$ cat src/cfp_params.svh
/*
 Constants shared by both ends of the checksum and framing link.
 Assumes it is included by bare name and that hclk runs the whole design.
*/
`ifndef CFP_PARAMS_SVH
`define CFP_PARAMS_SVH

// Broadside register window of the attached core.
`define CFP_WIN_CONFIG   5'h19
`define CFP_WIN_RESULT   5'h1c
`define CFP_WIN_PUSH     5'h1d

// Checksum polynomials and seeds.
`define CFP_POLY32       32'h04c11db7
`define CFP_POLY16       32'h00008005
`define CFP_POLYCC       32'h00001021
`define CFP_SEED32       32'hffffffff
`define CFP_SEED16       32'h00000000
`define CFP_SEEDCC       32'h0000ffff

// Framing.
`define CFP_START_WORD   16'h8000
`define CFP_START_SKIP   4'hf
`define CFP_PREAMBLE     16'h55d5
`define CFP_FRAME_BYTES  4'h8
`define CFP_WORD_BITS    5'h10
`define CFP_SYM_BITS     5'h0a
`define CFP_RX_GROUP     5'h14
`define CFP_RX_GROUPS    3'h4

// Controller registers on the AHB-Lite side.
`define CFP_REG_CTRL     8'h00
`define CFP_REG_TXDATA   8'h04
`define CFP_REG_STATUS   8'h08
`define CFP_REG_RXDATA   8'h0c
`define CFP_CTRL_RST     2'h1
`define CFP_ST_BUSY      0
`define CFP_ST_RXFULL    1
`define CFP_ST_CRCERR    2
`define CFP_ST_CODEERR   3
`define CFP_ST_PREERR    4

`endif

$ cat src/cfp_pkg.sv
/*
 Types shared by both ends of the checksum and framing link.
 Assumes nothing beyond a SystemVerilog tool.
*/
package cfp_pkg;
    typedef enum logic [1:0] {CFP_CRC32, CFP_CRC16, CFP_CCITT} cfp_crc_e;
    typedef enum logic [1:0] {CFP_SZ8, CFP_SZ16, CFP_SZ32} cfp_size_e;
    typedef enum logic [1:0] {CFP_RX_IDLE, CFP_RX_SKIP, CFP_RX_DATA} cfp_rx_e;
    typedef enum logic [2:0] {CFP_CO_IDLE, CFP_CO_HI, CFP_CO_LO, CFP_CO_WAIT, CFP_CO_READ, CFP_CO_SEND} cfp_core_e;
endpackage : cfp_pkg

$ cat src/cfp_link_if.sv
/*
 Broadside window and frame hand-off between the attached core and the device.
 Assumes both ends run on the same hclk.
*/
`timescale 1ns/1ps
interface cfp_link_if;
    logic                    bs_we;
    logic [4:0]              bs_idx;
    logic [31:0]             bs_wdata;
    cfp_pkg::cfp_size_e      bs_size;
    logic [31:0]             result;
    logic                    tx_valid;
    logic [63:0]             tx_frame;
    logic                    tx_ready;
    logic                    rx_valid;
    logic [63:0]             rx_frame;
    logic                    rx_code_err;

    modport dev (input bs_we, bs_idx, bs_wdata, bs_size, tx_valid, tx_frame,
                 output result, tx_ready, rx_valid, rx_frame, rx_code_err);
    modport core (output bs_we, bs_idx, bs_wdata, bs_size, tx_valid, tx_frame,
                  input result, tx_ready, rx_valid, rx_frame, rx_code_err);
endinterface : cfp_link_if

$ cat src/cfp_dev_end.sv
/*
 Device end: checksum engine on the broadside window, line-code packer,
 serial transmitter and receiver. Assumes the serial inputs are synchronous
 to hclk and the far transmitter uses the same start word and framing.
*/
// Our own choices: the register addresses and the AHB-Lite register port.
// Operation
// - Three polynomials: CRC32, CRC16, CCITT.
// - Push up to 32 bits; 16/32 result.
// - Config at window 25, push at 29.
// - Running result readable at window 28.
// - Feeder byte-swaps each word before pushing.
// - Sender places 16-bit checksum in frame.
// - Pack 10-bit symbols contiguously into 16-bit words.
// - Eight byte encodings give 80 bits.
// - Eight decodings recover 64 bits.
// - Frame: preamble, 32 data bits, checksum.
// - Start shifting after 16 bits encoded.
// - Decode once 20 encoded bits arrive.
// - Send start word; receiver skips start word.
// - Shift clock is core clock halved.
`timescale 1ns/1ps
`include "cfp_params.svh"
module cfp_dev_end (
    // Clock and reset
    input  wire logic hclk,
    input  wire logic hresetn,
    // Core side
    cfp_link_if.dev   lnk,
    // Serial link
    output logic      tx_sclk,
    output logic      tx_sdata,
    input  wire logic rx_sclk,
    input  wire logic rx_sdata
);
    // Running-disparity-negative forms; the positive forms are complements for unbalanced forms, six-bit entry 7 and four-bit entry 3.
    localparam logic [5:0] T6 [32] = '{6'h27, 6'h1d, 6'h2d, 6'h31, 6'h35, 6'h29, 6'h19, 6'h38,
                                       6'h39, 6'h25, 6'h15, 6'h34, 6'h0d, 6'h2c, 6'h1c, 6'h17,
                                       6'h1b, 6'h23, 6'h13, 6'h32, 6'h0b, 6'h2a, 6'h1a, 6'h3a,
                                       6'h33, 6'h26, 6'h16, 6'h36, 6'h0e, 6'h2e, 6'h1e, 6'h2b};
    localparam logic [3:0] T4 [8]  = '{4'hb, 4'h9, 4'h5, 4'hc, 4'hd, 4'ha, 4'h6, 4'he};

    cfp_pkg::cfp_crc_e type_q;
    cfp_pkg::cfp_crc_e new_type;
    logic [31:0]       crc_next;
    logic              sclk_q;
    logic              run_q;
    logic [63:0]       frame_q;
    logic [3:0]        byte_cnt_q;
    logic              rd_q;
    logic [31:0]       pack_q;
    logic [4:0]        pack_cnt_q;
    logic [15:0]       sh_q;
    logic [4:0]        sh_cnt_q;
    logic [10:0]       enc_out;
    logic              enc_go;
    logic              take;
    logic              accept;
    logic [15:0]       word;
    cfp_pkg::cfp_rx_e  rx_st_q;
    logic              rx_prev_q;
    logic [4:0]        rx_cnt_q;
    logic [2:0]        rx_grp_q;
    logic [18:0]       rx_sr_q;
    logic [47:0]       rx_acc_q;
    logic              rx_err_q;
    logic              rise;
    logic [19:0]       grp;
    logic [8:0]        dec0;
    logic [8:0]        dec1;

    function automatic logic [31:0] seed_of(input cfp_pkg::cfp_crc_e t);
        case (t)
            cfp_pkg::CFP_CRC16: seed_of = `CFP_SEED16;
            cfp_pkg::CFP_CCITT: seed_of = `CFP_SEEDCC;
            default:            seed_of = `CFP_SEED32;
        endcase
    endfunction : seed_of

    // Bytes are taken low byte first, each byte most significant bit first.
    function automatic logic [31:0] crc_step(input logic [31:0] acc, input logic [31:0] d,
                                             input cfp_pkg::cfp_size_e sz, input cfp_pkg::cfp_crc_e t);
        logic [31:0] c;
        logic [31:0] poly;
        logic        fb;
        int          top;
        int          n;
        c    = acc;
        poly = (t == cfp_pkg::CFP_CRC32) ? `CFP_POLY32 : (t == cfp_pkg::CFP_CRC16) ? `CFP_POLY16 : `CFP_POLYCC;
        top  = (t == cfp_pkg::CFP_CRC32) ? 31 : 15;
        n    = (sz == cfp_pkg::CFP_SZ8) ? 1 : (sz == cfp_pkg::CFP_SZ16) ? 2 : 4;
        for (int i = 0; i < 4; i++) begin
            for (int b = 7; b >= 0; b--) begin
                if (i < n) begin
                    fb = c[top] ^ d[8*i+b];
                    c  = {c[30:0], 1'b0} ^ (fb ? poly : 32'h0);
                end
            end
        end
        crc_step = (t == cfp_pkg::CFP_CRC32) ? c : (c & 32'h0000ffff);
    endfunction : crc_step

    // Returns the new disparity over the ten symbol bits, first bit at the top.
    function automatic logic [10:0] enc8(input logic [7:0] b, input logic rd);
        logic [5:0] s6;
        logic [3:0] s4;
        logic       r;
        s6 = T6[b[4:0]];
        if (rd && ($countones(s6) != 3 || b[4:0] == 5'h07))
            s6 = ~s6;
        r  = ($countones(s6) != 3) ? ~rd : rd;
        s4 = T4[b[7:5]];
        if (r && ($countones(s4) != 2 || b[7:5] == 3'h3))
            s4 = ~s4;
        r  = ($countones(s4) != 2) ? ~r : r;
        enc8 = {r, s6, s4};
    endfunction : enc8

    // Returns the code error flag above the recovered byte.
    function automatic logic [8:0] dec10(input logic [9:0] s);
        logic [7:0] v;
        logic       h6;
        logic       h4;
        v  = 8'h00;
        h6 = 1'b0;
        h4 = 1'b0;
        for (int i = 0; i < 32; i++) begin
            if (s[9:4] == T6[i] || (s[9:4] == ~T6[i] && ($countones(T6[i]) != 3 || i == 7))) begin
                v[4:0] = 5'(i);
                h6     = 1'b1;
            end
        end
        for (int j = 0; j < 8; j++) begin
            if (s[3:0] == T4[j] || (s[3:0] == ~T4[j] && ($countones(T4[j]) != 2 || j == 3))) begin
                v[7:5] = 3'(j);
                h4     = 1'b1;
            end
        end
        dec10 = {~(h6 & h4), v};
    endfunction : dec10

    assign new_type = cfp_pkg::cfp_crc_e'(lnk.bs_wdata[1:0]);
    assign crc_next = crc_step(lnk.result, lnk.bs_wdata, lnk.bs_size, type_q);

    // Checksum engine; the result register is the running accumulator.
    always_ff @(posedge hclk or negedge hresetn) begin
        if (!hresetn) begin
            type_q     <= cfp_pkg::CFP_CRC32;
            lnk.result <= `CFP_SEED32;
        end else if (lnk.bs_we && lnk.bs_idx == `CFP_WIN_CONFIG) begin
            type_q     <= new_type;
            lnk.result <= seed_of(new_type);
        end else if (lnk.bs_we && lnk.bs_idx == `CFP_WIN_PUSH) begin
            lnk.result <= crc_next;
        end
    end

    // Free-running shift clock at half of hclk.
    always_ff @(posedge hclk or negedge hresetn) begin
        if (!hresetn) begin
            sclk_q  <= 1'b0;
            tx_sclk <= 1'b0;
        end else begin
            sclk_q  <= ~sclk_q;
            tx_sclk <= ~sclk_q;
        end
    end

    assign accept  = lnk.tx_valid && lnk.tx_ready;
    assign enc_out = enc8(frame_q[63:56], rd_q);
    assign enc_go  = run_q && byte_cnt_q != `CFP_FRAME_BYTES && pack_cnt_q <= 5'h0f;
    assign word    = 16'(pack_q >> (pack_cnt_q - `CFP_WORD_BITS));
    // Reloading on the last bit keeps the line continuous between words.
    assign take    = run_q && pack_cnt_q >= `CFP_WORD_BITS && (sh_cnt_q == 5'h00 || (sclk_q && sh_cnt_q == 5'h01));

    // Frame intake and byte encoder feeding the packer.
    always_ff @(posedge hclk or negedge hresetn) begin
        if (!hresetn) begin
            run_q        <= 1'b0;
            lnk.tx_ready <= 1'b1;
            frame_q      <= 64'h0;
            byte_cnt_q   <= 4'h0;
            rd_q         <= 1'b0;
        end else if (accept) begin
            run_q        <= 1'b1;
            lnk.tx_ready <= 1'b0;
            frame_q      <= lnk.tx_frame;
            byte_cnt_q   <= 4'h0;
        end else if (enc_go) begin
            frame_q      <= {frame_q[55:0], 8'h00};
            byte_cnt_q   <= byte_cnt_q + 4'h1;
            rd_q         <= enc_out[10];
        end else if (run_q && byte_cnt_q == `CFP_FRAME_BYTES && pack_cnt_q == 5'h00 && sh_cnt_q == 5'h00) begin
            run_q        <= 1'b0;
            lnk.tx_ready <= 1'b1;
        end
    end

    // Packer: ten-bit symbols appended with no gaps, oldest bits on top.
    always_ff @(posedge hclk or negedge hresetn) begin
        if (!hresetn) begin
            pack_q     <= 32'h0;
            pack_cnt_q <= 5'h00;
        end else begin
            if (enc_go)
                pack_q <= {pack_q[21:0], enc_out[9:0]};
            pack_cnt_q <= pack_cnt_q - (take ? `CFP_WORD_BITS : 5'h00) + (enc_go ? `CFP_SYM_BITS : 5'h00);
        end
    end

    // Shifter: start word first, then packed words once 16 bits exist and the shifter is empty or on its last bit.
    always_ff @(posedge hclk or negedge hresetn) begin
        if (!hresetn) begin
            sh_q     <= 16'h0;
            sh_cnt_q <= 5'h00;
            tx_sdata <= 1'b0;
        end else begin
            if (sclk_q)
                tx_sdata <= (sh_cnt_q != 5'h00) ? sh_q[15] : 1'b0;
            if (accept && !run_q) begin
                sh_q     <= `CFP_START_WORD;
                sh_cnt_q <= `CFP_WORD_BITS;
            end else if (take) begin
                sh_q     <= word;
                sh_cnt_q <= `CFP_WORD_BITS;
            end else if (sclk_q && sh_cnt_q != 5'h00) begin
                sh_q     <= {sh_q[14:0], 1'b0};
                sh_cnt_q <= sh_cnt_q - 5'h01;
            end
        end
    end

    assign rise = rx_sclk && !rx_prev_q;
    assign grp  = {rx_sr_q, rx_sdata};
    assign dec0 = dec10(grp[19:10]);
    assign dec1 = dec10(grp[9:0]);

    // Receiver: start bit and the rest of the start word, then 20-bit groups.
    always_ff @(posedge hclk or negedge hresetn) begin
        if (!hresetn) begin
            rx_prev_q       <= 1'b0;
            rx_st_q         <= cfp_pkg::CFP_RX_IDLE;
            rx_cnt_q        <= 5'h00;
            rx_grp_q        <= 3'h0;
            rx_sr_q         <= 19'h0;
            rx_acc_q        <= 48'h0;
            rx_err_q        <= 1'b0;
            lnk.rx_valid    <= 1'b0;
            lnk.rx_frame    <= 64'h0;
            lnk.rx_code_err <= 1'b0;
        end else begin
            rx_prev_q    <= rx_sclk;
            lnk.rx_valid <= 1'b0;
            if (rise) begin
                case (rx_st_q)
                    cfp_pkg::CFP_RX_IDLE: begin
                        if (rx_sdata) begin
                            rx_st_q  <= cfp_pkg::CFP_RX_SKIP;
                            rx_cnt_q <= 5'h00;
                        end
                    end
                    cfp_pkg::CFP_RX_SKIP: begin
                        rx_cnt_q <= rx_cnt_q + 5'h01;
                        if (rx_cnt_q == {1'b0, `CFP_START_SKIP} - 5'h01) begin
                            rx_st_q  <= cfp_pkg::CFP_RX_DATA;
                            rx_cnt_q <= 5'h00;
                            rx_grp_q <= 3'h0;
                            rx_err_q <= 1'b0;
                        end
                    end
                    cfp_pkg::CFP_RX_DATA: begin
                        rx_sr_q <= grp[18:0];
                        if (rx_cnt_q == `CFP_RX_GROUP - 5'h01) begin
                            rx_cnt_q <= 5'h00;
                            rx_grp_q <= rx_grp_q + 3'h1;
                            rx_acc_q <= {rx_acc_q[31:0], dec0[7:0], dec1[7:0]};
                            rx_err_q <= rx_err_q | dec0[8] | dec1[8];
                            if (rx_grp_q == `CFP_RX_GROUPS - 3'h1) begin
                                lnk.rx_valid    <= 1'b1;
                                lnk.rx_frame    <= {rx_acc_q, dec0[7:0], dec1[7:0]};
                                lnk.rx_code_err <= rx_err_q | dec0[8] | dec1[8];
                                rx_st_q         <= cfp_pkg::CFP_RX_IDLE;
                            end
                        end else begin
                            rx_cnt_q <= rx_cnt_q + 5'h01;
                        end
                    end
                    default: rx_st_q <= cfp_pkg::CFP_RX_IDLE;
                endcase
            end
        end
    end
endmodule : cfp_dev_end

$ cat src/flat_wrapper.sv
// flat-port wrapper written by rule: the top's interface ports become plain ports
module cfp_dev_end_flat 
  (hclk, hresetn, tx_sclk, tx_sdata, rx_sclk, rx_sdata, lnk_bs_we, lnk_bs_idx, lnk_bs_wdata, lnk_bs_size, lnk_tx_valid, lnk_tx_frame, lnk_result, lnk_tx_ready, lnk_rx_valid, lnk_rx_frame, lnk_rx_code_err);
  cfp_link_if lnk_i ();
  input  wire logic hclk;
  input  wire logic hresetn;
  output logic tx_sclk;
  output logic tx_sdata;
  input  wire logic rx_sclk;
  input  wire logic rx_sdata;
  input wire logic [$bits(lnk_i.bs_we)-1:0] lnk_bs_we;
  input wire logic [$bits(lnk_i.bs_idx)-1:0] lnk_bs_idx;
  input wire logic [$bits(lnk_i.bs_wdata)-1:0] lnk_bs_wdata;
  input wire logic [$bits(lnk_i.bs_size)-1:0] lnk_bs_size;
  input wire logic [$bits(lnk_i.tx_valid)-1:0] lnk_tx_valid;
  input wire logic [$bits(lnk_i.tx_frame)-1:0] lnk_tx_frame;
  output wire logic [$bits(lnk_i.result)-1:0] lnk_result;
  output wire logic [$bits(lnk_i.tx_ready)-1:0] lnk_tx_ready;
  output wire logic [$bits(lnk_i.rx_valid)-1:0] lnk_rx_valid;
  output wire logic [$bits(lnk_i.rx_frame)-1:0] lnk_rx_frame;
  output wire logic [$bits(lnk_i.rx_code_err)-1:0] lnk_rx_code_err;
  assign lnk_i.bs_we = lnk_bs_we;
  assign lnk_i.bs_idx = lnk_bs_idx;
  assign lnk_i.bs_wdata = lnk_bs_wdata;
  assign lnk_i.bs_size = lnk_bs_size;
  assign lnk_i.tx_valid = lnk_tx_valid;
  assign lnk_i.tx_frame = lnk_tx_frame;
  assign lnk_result = lnk_i.result;
  assign lnk_tx_ready = lnk_i.tx_ready;
  assign lnk_rx_valid = lnk_i.rx_valid;
  assign lnk_rx_frame = lnk_i.rx_frame;
  assign lnk_rx_code_err = lnk_i.rx_code_err;
  cfp_dev_end u_core (.hclk(hclk), .hresetn(hresetn), .lnk(lnk_i), .tx_sclk(tx_sclk), .tx_sdata(tx_sdata), .rx_sclk(rx_sclk), .rx_sdata(rx_sdata));
endmodule
$ cat config.mk
export PLATFORM = sky130hd
export DESIGN_NAME = cfp_dev_end_flat
export DESIGN_NICKNAME = d
export VERILOG_FILES = /design/src/cfp_pkg.sv /design/src/cfp_link_if.sv /design/src/cfp_dev_end.sv /design/src/flat_wrapper.sv
export VERILOG_INCLUDE_DIRS = /design/src
export SDC_FILE = /design/constraint.sdc
export NUM_CORES = 1
export LEC_CHECK = 0
export ABC_AREA = 1
export BUFFER_PORTS_ARGS = -buffer_cell sky130_fd_sc_hd__clkbuf_2
export CAP_MARGIN = 20
export CORE_MARGIN = 3
export CORE_UTILIZATION = 56
export DETAILED_ROUTE_END_ITERATION = 10
export PLACE_DENSITY = 0.88
export SYNTH_ARGS = -nofsm -noshare
export SYNTH_HDL_FRONTEND = slang
export SYNTH_SLANG_ARGS = --single-unit
$ cat constraint.sdc
create_clock -name hclk -period 26.6 [get_ports hclk]
set_clock_uncertainty 0.1 [all_clocks]
set_input_delay 2.66 -clock hclk [delete_from_list [all_inputs] [get_ports hclk]]
set_output_delay 2.66 -clock hclk [all_outputs]
set_load 0.1 [all_outputs]
# Yosys cells after proc, flatten, opt, wreduce, memory -nomap -nowiden
# Memories as Yosys holds them, arrays and structs flattened.
# Index checks and enable logic that the tools add are counted.
# classes
n_addsub,23
order_cmp,9
eq_ne,141
n_shift,1
muxes,371
n_bitwise,78
n_reduce_logical,77
# ops
operator,count
2-to-1 mux 32 bit,69
XOR 32 bit,32
"== test 6 bit, second input constant",46
2-to-1 mux 5 bit,40
adder 32 bit,6
"== test 6 x 5 -> 1 bit, second input constant",28
2-to-1 mux 1 bit,163
binary-select mux 1 bit (select 5 bit),32
2-to-1 mux 64 bit,2
"!= test 32 x 3 -> 1 bit, second input constant",4
2-to-1 mux 4 bit,22
"== test 6 x 4 -> 1 bit, second input constant",12
"< comparator 3 x 32 -> 1 bit, first input constant",2
2-to-1 mux 16 bit,4
one-hot mux 32 bit (2 select lines),1
2-to-1 mux 3 bit,19
"== test 4 bit, second input constant",13
logical OR 1 bit,39
"== test 6 x 3 -> 1 bit, second input constant",6
"< comparator 1 x 32 -> 1 bit, first input constant",1
"< comparator 2 x 32 -> 1 bit, first input constant",1
"< comparator 32 x 7 -> 1 bit, second input constant",1
>> shifter 32 x 5 -> 16 bit,1
XOR 1 bit,32
other kinds (49),124
# totals
regBits,310
rom_bits,224
out_inout_bits,101
mem_count,2
# mem_list
name,depth,word_bits,rd,rd_ports_with_merged_regs,wr,line,source
(no name shown),32,6,1,0,0,cfp_dev_end.sv:108,s6 = T6[b[4:0]];
(no name shown),8,4,1,0,0,cfp_dev_end.sv:112,s4 = T4[b[7:5]];

# Logic depth before layout (Yosys ltp)
# Gate-level depths: netlist of run 1.
# depth
depth_word,229
mapped_depth,182
ltp_nobuf,181

# Least setup slack after synthesis of run 1
# OpenSTA, ideal clock, no wires.
# synth_timing
path_kind,in2reg
start,in lnk_bs_wdata[7]
end,reg u_core.lnk.result[10]
arrival_ns,15.304
setup_slack_ns,11.122
stages,172
cell_sequence,inv_1 -> nand3_2 -> nand2_4 -> nand3_2 -> nand3_2 -> nand3_2 -> nand2_4 -> nand3_2 -> nand3_1 -> nand3_1 -> nand2_2 -> nand3_2 -> nand3_2 -> nand3_1 -> nand2_2 -> nand3_2 -> nand3_1 -> nand3_1 -> [136 not listed] -> nand2_2 -> nand3_1 -> nand2_1 -> nand3_2 -> nand2_2 -> nand2_1 -> nand2_2 -> nand3_1 -> nand2_1 -> nand3_2 -> nand3_2 -> nand2_2 -> nand2_4 -> nand3_4 -> buf_6 -> o21ai_1 -> o21ai_1 -> a21oi_1
# synth_via
elab_chain_cells,224
# synth_lines
item,line,source
from (decl),flat_wrapper.sv:13,input wire logic [$bits(lnk_i.bs_wdata)-1:0] lnk_bs_wdata;
XOR 1 bit *,cfp_dev_end.sv:95,fb = c[top] ^ d[8*i+b];
2-to-1 mux 32 bit *,cfp_dev_end.sv:96,"c = {c[30:0], 1'b0} ^ (fb ? poly : 32'h0);"
XOR 32 bit *,cfp_dev_end.sv:96,
2-to-1 mux 32 bit *,cfp_dev_end.sv:94,if (i < n) begin
binary-select mux 1 bit (select 5 bit),cfp_dev_end.sv:95,
2-to-1 mux 1 bit (implied by the code) (2 in a row),cfp_dev_end.sv:95,
XOR 1 bit,cfp_dev_end.sv:95,
2-to-1 mux 32 bit,cfp_dev_end.sv:96,
[206 not listed],-,
2-to-1 mux 1 bit (implied by the code) (2 in a row),cfp_dev_end.sv:95,
XOR 1 bit,cfp_dev_end.sv:95,
2-to-1 mux 32 bit,cfp_dev_end.sv:96,
XOR 32 bit,cfp_dev_end.sv:96,
2-to-1 mux 32 bit *,cfp_dev_end.sv:94,
2-to-1 mux 32 bit *,cfp_dev_end.sv:100,crc_step = (t == cfp_pkg::CFP_CRC32) ? c : (c & 32'h0000ffff);
2-to-1 mux 32 bit *,cfp_dev_end.sv:153,end else if (lnk.bs_we && lnk.bs_idx == `CFP_WIN_PUSH) begin
2-to-1 mux 32 bit *,cfp_dev_end.sv:150,end else if (lnk.bs_we && lnk.bs_idx == `CFP_WIN_CONFIG) begin
to (signal assigned),cfp_dev_end.sv:149,lnk.result <= `CFP_SEED32;
to (signal assigned),cfp_dev_end.sv:152,lnk.result <= seed_of(new_type);
to (signal assigned),cfp_dev_end.sv:154,lnk.result <= crc_next;
to (decl),cfp_link_if.sv:20,"output result, tx_ready, rx_valid, rx_frame, rx_code_err);"
# Every way passes the cells marked *; elsewhere a longest branch is shown, timed or not. The select of a mux whose other input is x is not followed.
# A chain may end at the register's enable or synchronous reset.

# Worst setup path after layout of run 1
# layout_timing
start,in lnk_bs_wdata[7]
end,reg u_core.lnk.result[1]
# The elaborated chain is that of the path after synthesis.

==> results of run 1 <==
-- synthesized netlist by cell type (38+ instances only) --
library cell,n
a21oi_1,88
dfrtp_1,276
nand3_2,64
nand2_2,38
xnor2_1,98
o21ai_0,308
nand3_1,234
inv_1,361
nand4_1,44
or2_2,43
o211ai_1,42
nor2_1,230
nand2_1,916
xor2_1,235
clkbuf_1,90
-- worst max-delay path, delay by kind of cell --
kind / cells / cell delay, ns
simple gates: 168 / 16.10
buf+inv: 3 / 0.42
compound gates: 1 / 0.14
-- layout by cell type (no fill, tap or decap), drive strengths merged, types with 30 or more instances in the layout --
cell,count
dfrtp,276
nor2,238
dfstp,33
or2,46
nand3,300
buf,43
o22ai,30
clkbuf,247
xor2,235
ha,31
xnor2,98
o211ai,42
nand4,44
a21oi,93
o21ai,312
inv,369
nand2,964
-- sequential cells by signal (all words and copies together), names as in the netlist, 2 cells and up --
name	flops
u_core.type_q	2
u_core.rx_sr_q	19
u_core.rx_grp_q	3
u_core.lnk.result	32
u_core.sh_q	16
u_core.rx_st_q	2
u_core.rx_acc_q	48
u_core.pack_cnt_q	4
u_core.lnk.rx_frame	64
u_core.frame_q	64
u_core.byte_cnt_q	4
u_core.rx_cnt_q	5
u_core.sh_cnt_q	5
u_core.pack_q	32
-- area by class of cell --
type,instances,area [µm²]
fill,3697,15900
multi-input combinational,2559,14100
sequential,309,7770
inverter,377,1430
timing repair buffer,250,1400
clock buffer,40,848
tap,577,722
clock inverter,15,219
-- kinds of logic (layout without fill, tap and decap cells) --
group	after synthesis	after routing
adder cells (fa/ha/maj)	37	37
XOR/XNOR	333	333
multiplexers	4	4
flip-flops	309	309
buffers and inverters	535	682
AND/OR/NAND/NOR	1633	1633
AO/OA/AOI/OAI	552	552
-- per-layer routing --
layer  track usage [%]  share of wire (%)  vias up
li1                  -                  -    11262
met1              40.6                 41    10833
met2              47.7                 45     1136
met3              4.79                9.0      220
met4              11.0                4.3        0
met5                 0                  0        -
-- worst paths after layout --
check / start / to / slack [ns] / depth (start not counted)
min in group asynchronous: hresetn / u_core.frame_q[7] / 2.00 / 1
setup reg to reg: u_core.type_q[1] / u_core.lnk.result[1] / 8.38 / 170
hold reg to reg: u_core.lnk.tx_ready / u_core.lnk.tx_ready / 0.38 / 2
setup / recovery: lnk_bs_wdata[7] / u_core.lnk.result[1] / 7.67 / 172
hold / removal: u_core.lnk.tx_ready / u_core.lnk.tx_ready / 0.38 / 2
max in group asynchronous: hresetn / u_core.lnk.rx_frame[32] / 22.20 / 3
-- stage by stage --
| stage | hold WS, ns | area, µm² | util [%] | instances |
|---|---|---|---|---|
| 5_1_grt | 0.408 | 26400 | 62.5 | 4127 |
| 6_report | 0.378 | 26400 | 62.5 | 4127 |
| 3_3_place_gp | 0.355 | 25300 | 59.8 | 4068 |
| 4_1_cts | 0.377 | 26400 | 62.4 | 4124 |
| 3_5_place_dp | 0.363 | 25300 | 59.8 | 4069 |
| 2_1_floorplan | 0.342 | 24200 | - | 3403 |
==> flow_summary.ini, run 1 <==
[yosys]
synth_mux_area_share_pct = 0.165
yosysTopAreaCell = dfrtp_1
synth.cell_area_um2 = 24200
ys_warn_count = 0
yosys.area_share.simple_pct = 30.5
synth_edf_count = 0
synth_top_family_by_area = simple AND/OR/NAND/NOR gates
synth_seq_cells = 309
synth.net_count = 3549
synth_compound_area_share_pct = 13.1
ys_types = 63
yosysSeqAreaShare_pct = 32.1
synth_area_per_cell_um2 = 7.11
synth_top_flop_cell = dfrtp_1
synthXorXnorAreaFrac_pct = 12.0
async_flop_share_pct = 100
synthAdderAreaFrac_pct = 2.10
synth_top_area_share_pct = 28.5
synthCells = 3403
ys_top_cells_by_area = dfrtp_1, nand2_1, xor2_1, o21ai_0, inv_1

[clock_tree]
clkTransAtPathRegs_ns = 0.06
cts-htree-levels = 1
postCtsSetupBuffers = 0
cts.sinks = 309
root_buffer = clkbuf_16
clockBufferDepth = 3
hold_buffers = 0
cts_made_buffers = 30
cts_tree = yes
cts_resized = 0
worstSkewPairLatency_ns = 0.59

[floorplan]
die_w_um = 214
core_area_um2 = 42300
num_rows = 75
fp.dieH_um = 214
die-area_um2 = 45800
start_util_pct = 57.2
io_pins = 210

[grt]
grt_util_all_layers_pct = 29.7
antenna_found_initial = 0
grt_max_degree = 114
overflow = 0
grt_first_pass_wirelength_um = 114000
grt_pass1_vias = 21869

[timing]
tns_ns = 0
rsz0062_at_grt = false
report.final.slew_viol_count = 0
layout_setup_ws_ns = 7.67
worst_slew_pin_slew_ns = 1.06
slew_headroom_pct = 28.9
fin_crit_sh_pct = 71.1
finalHoldViolCount = 0
min_period_ns = 18.93
fmax_mhz = 52.8
setup_viol = 0

[final_layout]
area_delta_synth_final_pct = 9.26
drive_above_1_share_pct = 14.7
antennaDiodeCount = 0
nets = 3673

[setup_path]
crit_arrival_ns = 19.32
cp_data_required_time_ns = 27.00
end_kind = flop
slowest_delay_ns = 0.22
critPathSlowestCell = inv_2
path_max_fanout = 12
startpoint_type = primary input
path_class = in -> reg

[place]
routabilityCongestion = 1.00
portBuffers = 209
dp_hpwl_um = 51600
pre_cts_slack_ns = 7.46

[status]
status = finished clean

[drt]
drc = 0
via_per_inst = 5.68
ant_nets = 0
wirelength_um = 69900
wl_per_cell_um = 16.9
dr.pass1.iters = 7
initialDrtViolationCount = 2420
via_count = 23451

[run]
maxCapViolations = 0

[worst_hold_path]
min_path_type = reg -> reg
Power of run 1 is not shown: default switching activity piles up to over one toggle a cycle in this logic, so the estimate is an artifact.
==> run 2: changes to the inputs <==
- ABC_AREA: 1 -> 0
- PLACE_DENSITY: 0.88 -> 0.87
- clock period: 26.6 -> 18.4 ns (I/O delays scaled with it)
==> run 2 against run 1 <==
  * Critical path depth down 123
  * Setup slack lost 5.8 ns
  * Worst hold slack got worse by 0.0024 ns
  * Via count increased by 7.6%
  * Area after synthesis grew 6.8%
  * Final cell count fell by 2.6%
  * Wire length is 14% higher
  * Flip-flop and latch count unchanged
==> flow_summary.ini, run 2 <==
[status]
status = finished clean

[floorplan]
num_rows = 78
die-area_um2 = 48800
fp.dieH_um = 221
io_pins = 210
die_w_um = 221
start_util_pct = 56.8
core_area_um2 = 45500

[yosys]
synth.cell_area_um2 = 25800
yosys.area_share.simple_pct = 23.7
synth_most_common_cell = nand2_1
synthXorXnorAreaFrac_pct = 15.5
synthAdderAreaFrac_pct = 2.08
synth_top_family_by_area = simple AND/OR/NAND/NOR gates
yosysSeqAreaShare_pct = 30.1
synth_edf_count = 0
synth_top_area_share_pct = 26.7
synth_compound_area_share_pct = 19.5
ys_top_cells_by_area = dfrtp_1, nand2_1, xnor2_1, xor2_1, nor2_1
yosysTopAreaCell = dfrtp_1
synth_seq_cells = 309
synth.net_count = 3503
synth_top_flop_cell = dfrtp_1
synth_mux_area_share_pct = 4.66
synth_common_cells = nand2_1, xnor2_1, dfrtp_1
synthCells = 3357
ys_types = 119
ys_warn_count = 0
async_flop_share_pct = 100
synth_area_per_cell_um2 = 7.70

[drt]
via_count = 25227
wirelength_um = 79700
dr.pass1.iters = 9
wl_per_cell_um = 19.8
via_per_inst = 6.28
drc = 0
ant_nets = 0
initialDrtViolationCount = 3119

[timing]
rsz0062_at_grt = false
setup_viol = 0
report.final.slew_viol_count = 0
tns_ns = 0
fin_crit_sh_pct = 89.6
min_period_ns = 16.49
fmax_mhz = 60.6
slew_headroom_pct = 28.0
finalHoldViolCount = 0
worst_slew_pin_slew_ns = 1.08
layout_setup_ws_ns = 1.91

[setup_path]
path_buf_inv = 1
path_class = in -> reg
path_max_fanout = 12
rr_worst_depth = 50
end_kind = flop
startpoint_type = primary input
slowest_delay_ns = 0.68
crit_arrival_ns = 16.89
r2r-end = u_core.lnk.result[4]
cpLargestDelayFamily = compound AO/OA/AOI/OAI gates
critPathSlowestCell = xnor2_1
r2r-start = u_core.type_q[0]
reg2reg_slack_ns = 2.14
cp_data_required_time_ns = 18.80

[final_layout]
layout_common_cells = nand2_1, xnor2_1, dfrtp_1, nor2_1, clkbuf_2
drive_above_1_share_pct = 13.4
top_regs = u_core.frame_q (64), u_core.lnk.rx_frame (64), u_core.rx_acc_q (48)
nets = 3542
fill_cells = 4018
area_delta_synth_final_pct = 8.44
final_common_cell = nand2_1

[place]
pre_cts_slack_ns = 1.71
portBuffers = 209
dp_hpwl_um = 57000
routabilityCongestion = 1.00

[clock_tree]
hold_buffers = 0
cts_made_buffers = 29
cts_resized = 0
clkTransAtPathRegs_ns = 0.07
clockBufferDepth = 3
postCtsSetupBuffers = 0
root_buffer = clkbuf_16
cts_tree = yes
cts-htree-levels = 1
cts.sinks = 309
worstSkewPairLatency_ns = 0.55

[grt]
grt_use_met1_pct = 41.9
grt_pass1_vias = 23333
grt_first_pass_wirelength_um = 126000
met2_usage_pct = 48.8
grt_max_degree = 116
overflow = 0
grt_busiest_layer = met2
use_met3_pct = 5.97
grt_util_all_layers_pct = 31.0
antenna_found_initial = 3

[worst_hold_path]
min_from = u_core.rx_acc_q[35]
hold_depth = 2
min_path_type = reg -> reg
holdPathEnd = u_core.lnk.rx_frame[51]

[run]
maxCapViolations = 0
-- run 2: cell count changes in the layout (fill, tap and decap cells not counted), moves of 105 or more --
cell / delta
a21oi_1: +105
inv_1: -303
nand2_1: -184
nand3_1: -149
o21ai_0: -127
xnor2_1: +203
xor2_1: -115
-- run 2: layer usage --
| layer | up-vias | wire (µm) |
|---|---|---|
| li1 | 11707 | - |
| met1 | 11834 | 32100 |
| met2 | 1411 | 35700 |
| met3 | 275 | 8200 |
| met4 | 0 | 3710 |
| met5 | - | 0 |
-- run 2: through the flow --
step | area, µm² | cells | hold slack, ns | utilization [%]
floorplan | 25800 | 3357 | 0.339 | -
global placement | 27000 | 3965 | 0.350 | 59.5
CTS | 28000 | 4017 | 0.371 | 61.6
global route | 28000 | 4020 | 0.397 | 61.6
detailed placement | 27000 | 3965 | 0.354 | 59.5
finish | 28000 | 4020 | 0.375 | 61.6
-- run 2: cell families after synthesis --
| family | after synthesis |
|---|---|
| buffers and inverters | 304 |
| AND/OR/NAND/NOR | 1382 |
| AO/OA/AOI/OAI | 778 |
| multiplexers | 106 |
| flip-flops | 309 |
| adder cells (fa/ha/maj) | 40 |
| XOR/XNOR | 438 |
-- run 2: worst max-delay path by stage --
| stage | start | to | cells after the start |
|---|---|---|---|
| after floorplan | lnk_bs_wdata[5] | u_core.lnk.result[2] | 53 |
| after global routing | lnk_bs_wdata[6] | u_core.lnk.result[13] | 51 |
| final | lnk_bs_wdata[7] | u_core.lnk.result[4] | 49 |
| after detailed placement | lnk_bs_wdata[5] | u_core.lnk.result[13] | 49 |
| after global placement | lnk_bs_wdata[5] | u_core.lnk.result[13] | 50 |
| after CTS | lnk_bs_wdata[5] | u_core.lnk.result[13] | 49 |
-- run 2: layout make-up --
class	instances	area (µm²)	share of cell area, %
inverter	66	248	0.884
sequential	309	7770	27.7
clock buffer	39	843	3.01
multi-input combinational	2744	16900	60.4
clock inverter	13	124	0.442
timing repair buffer	246	1340	4.77
tap	600	751	2.68
antenna	3	7.51	0.0268
-- run 2: worst reg2reg max path, delay by kind of cell, from the launching register on --
kind,cells,cell delay [ns]
AO/OA/AOI/OAI,26,7.22
AND/OR/NAND/NOR,14,3.72
XOR/XNOR,6,3.17
multiplexers,3,0.79
flip-flops,1,0.77
buffers and inverters,1,0.47
Power of run 2 is left out for the same reason.
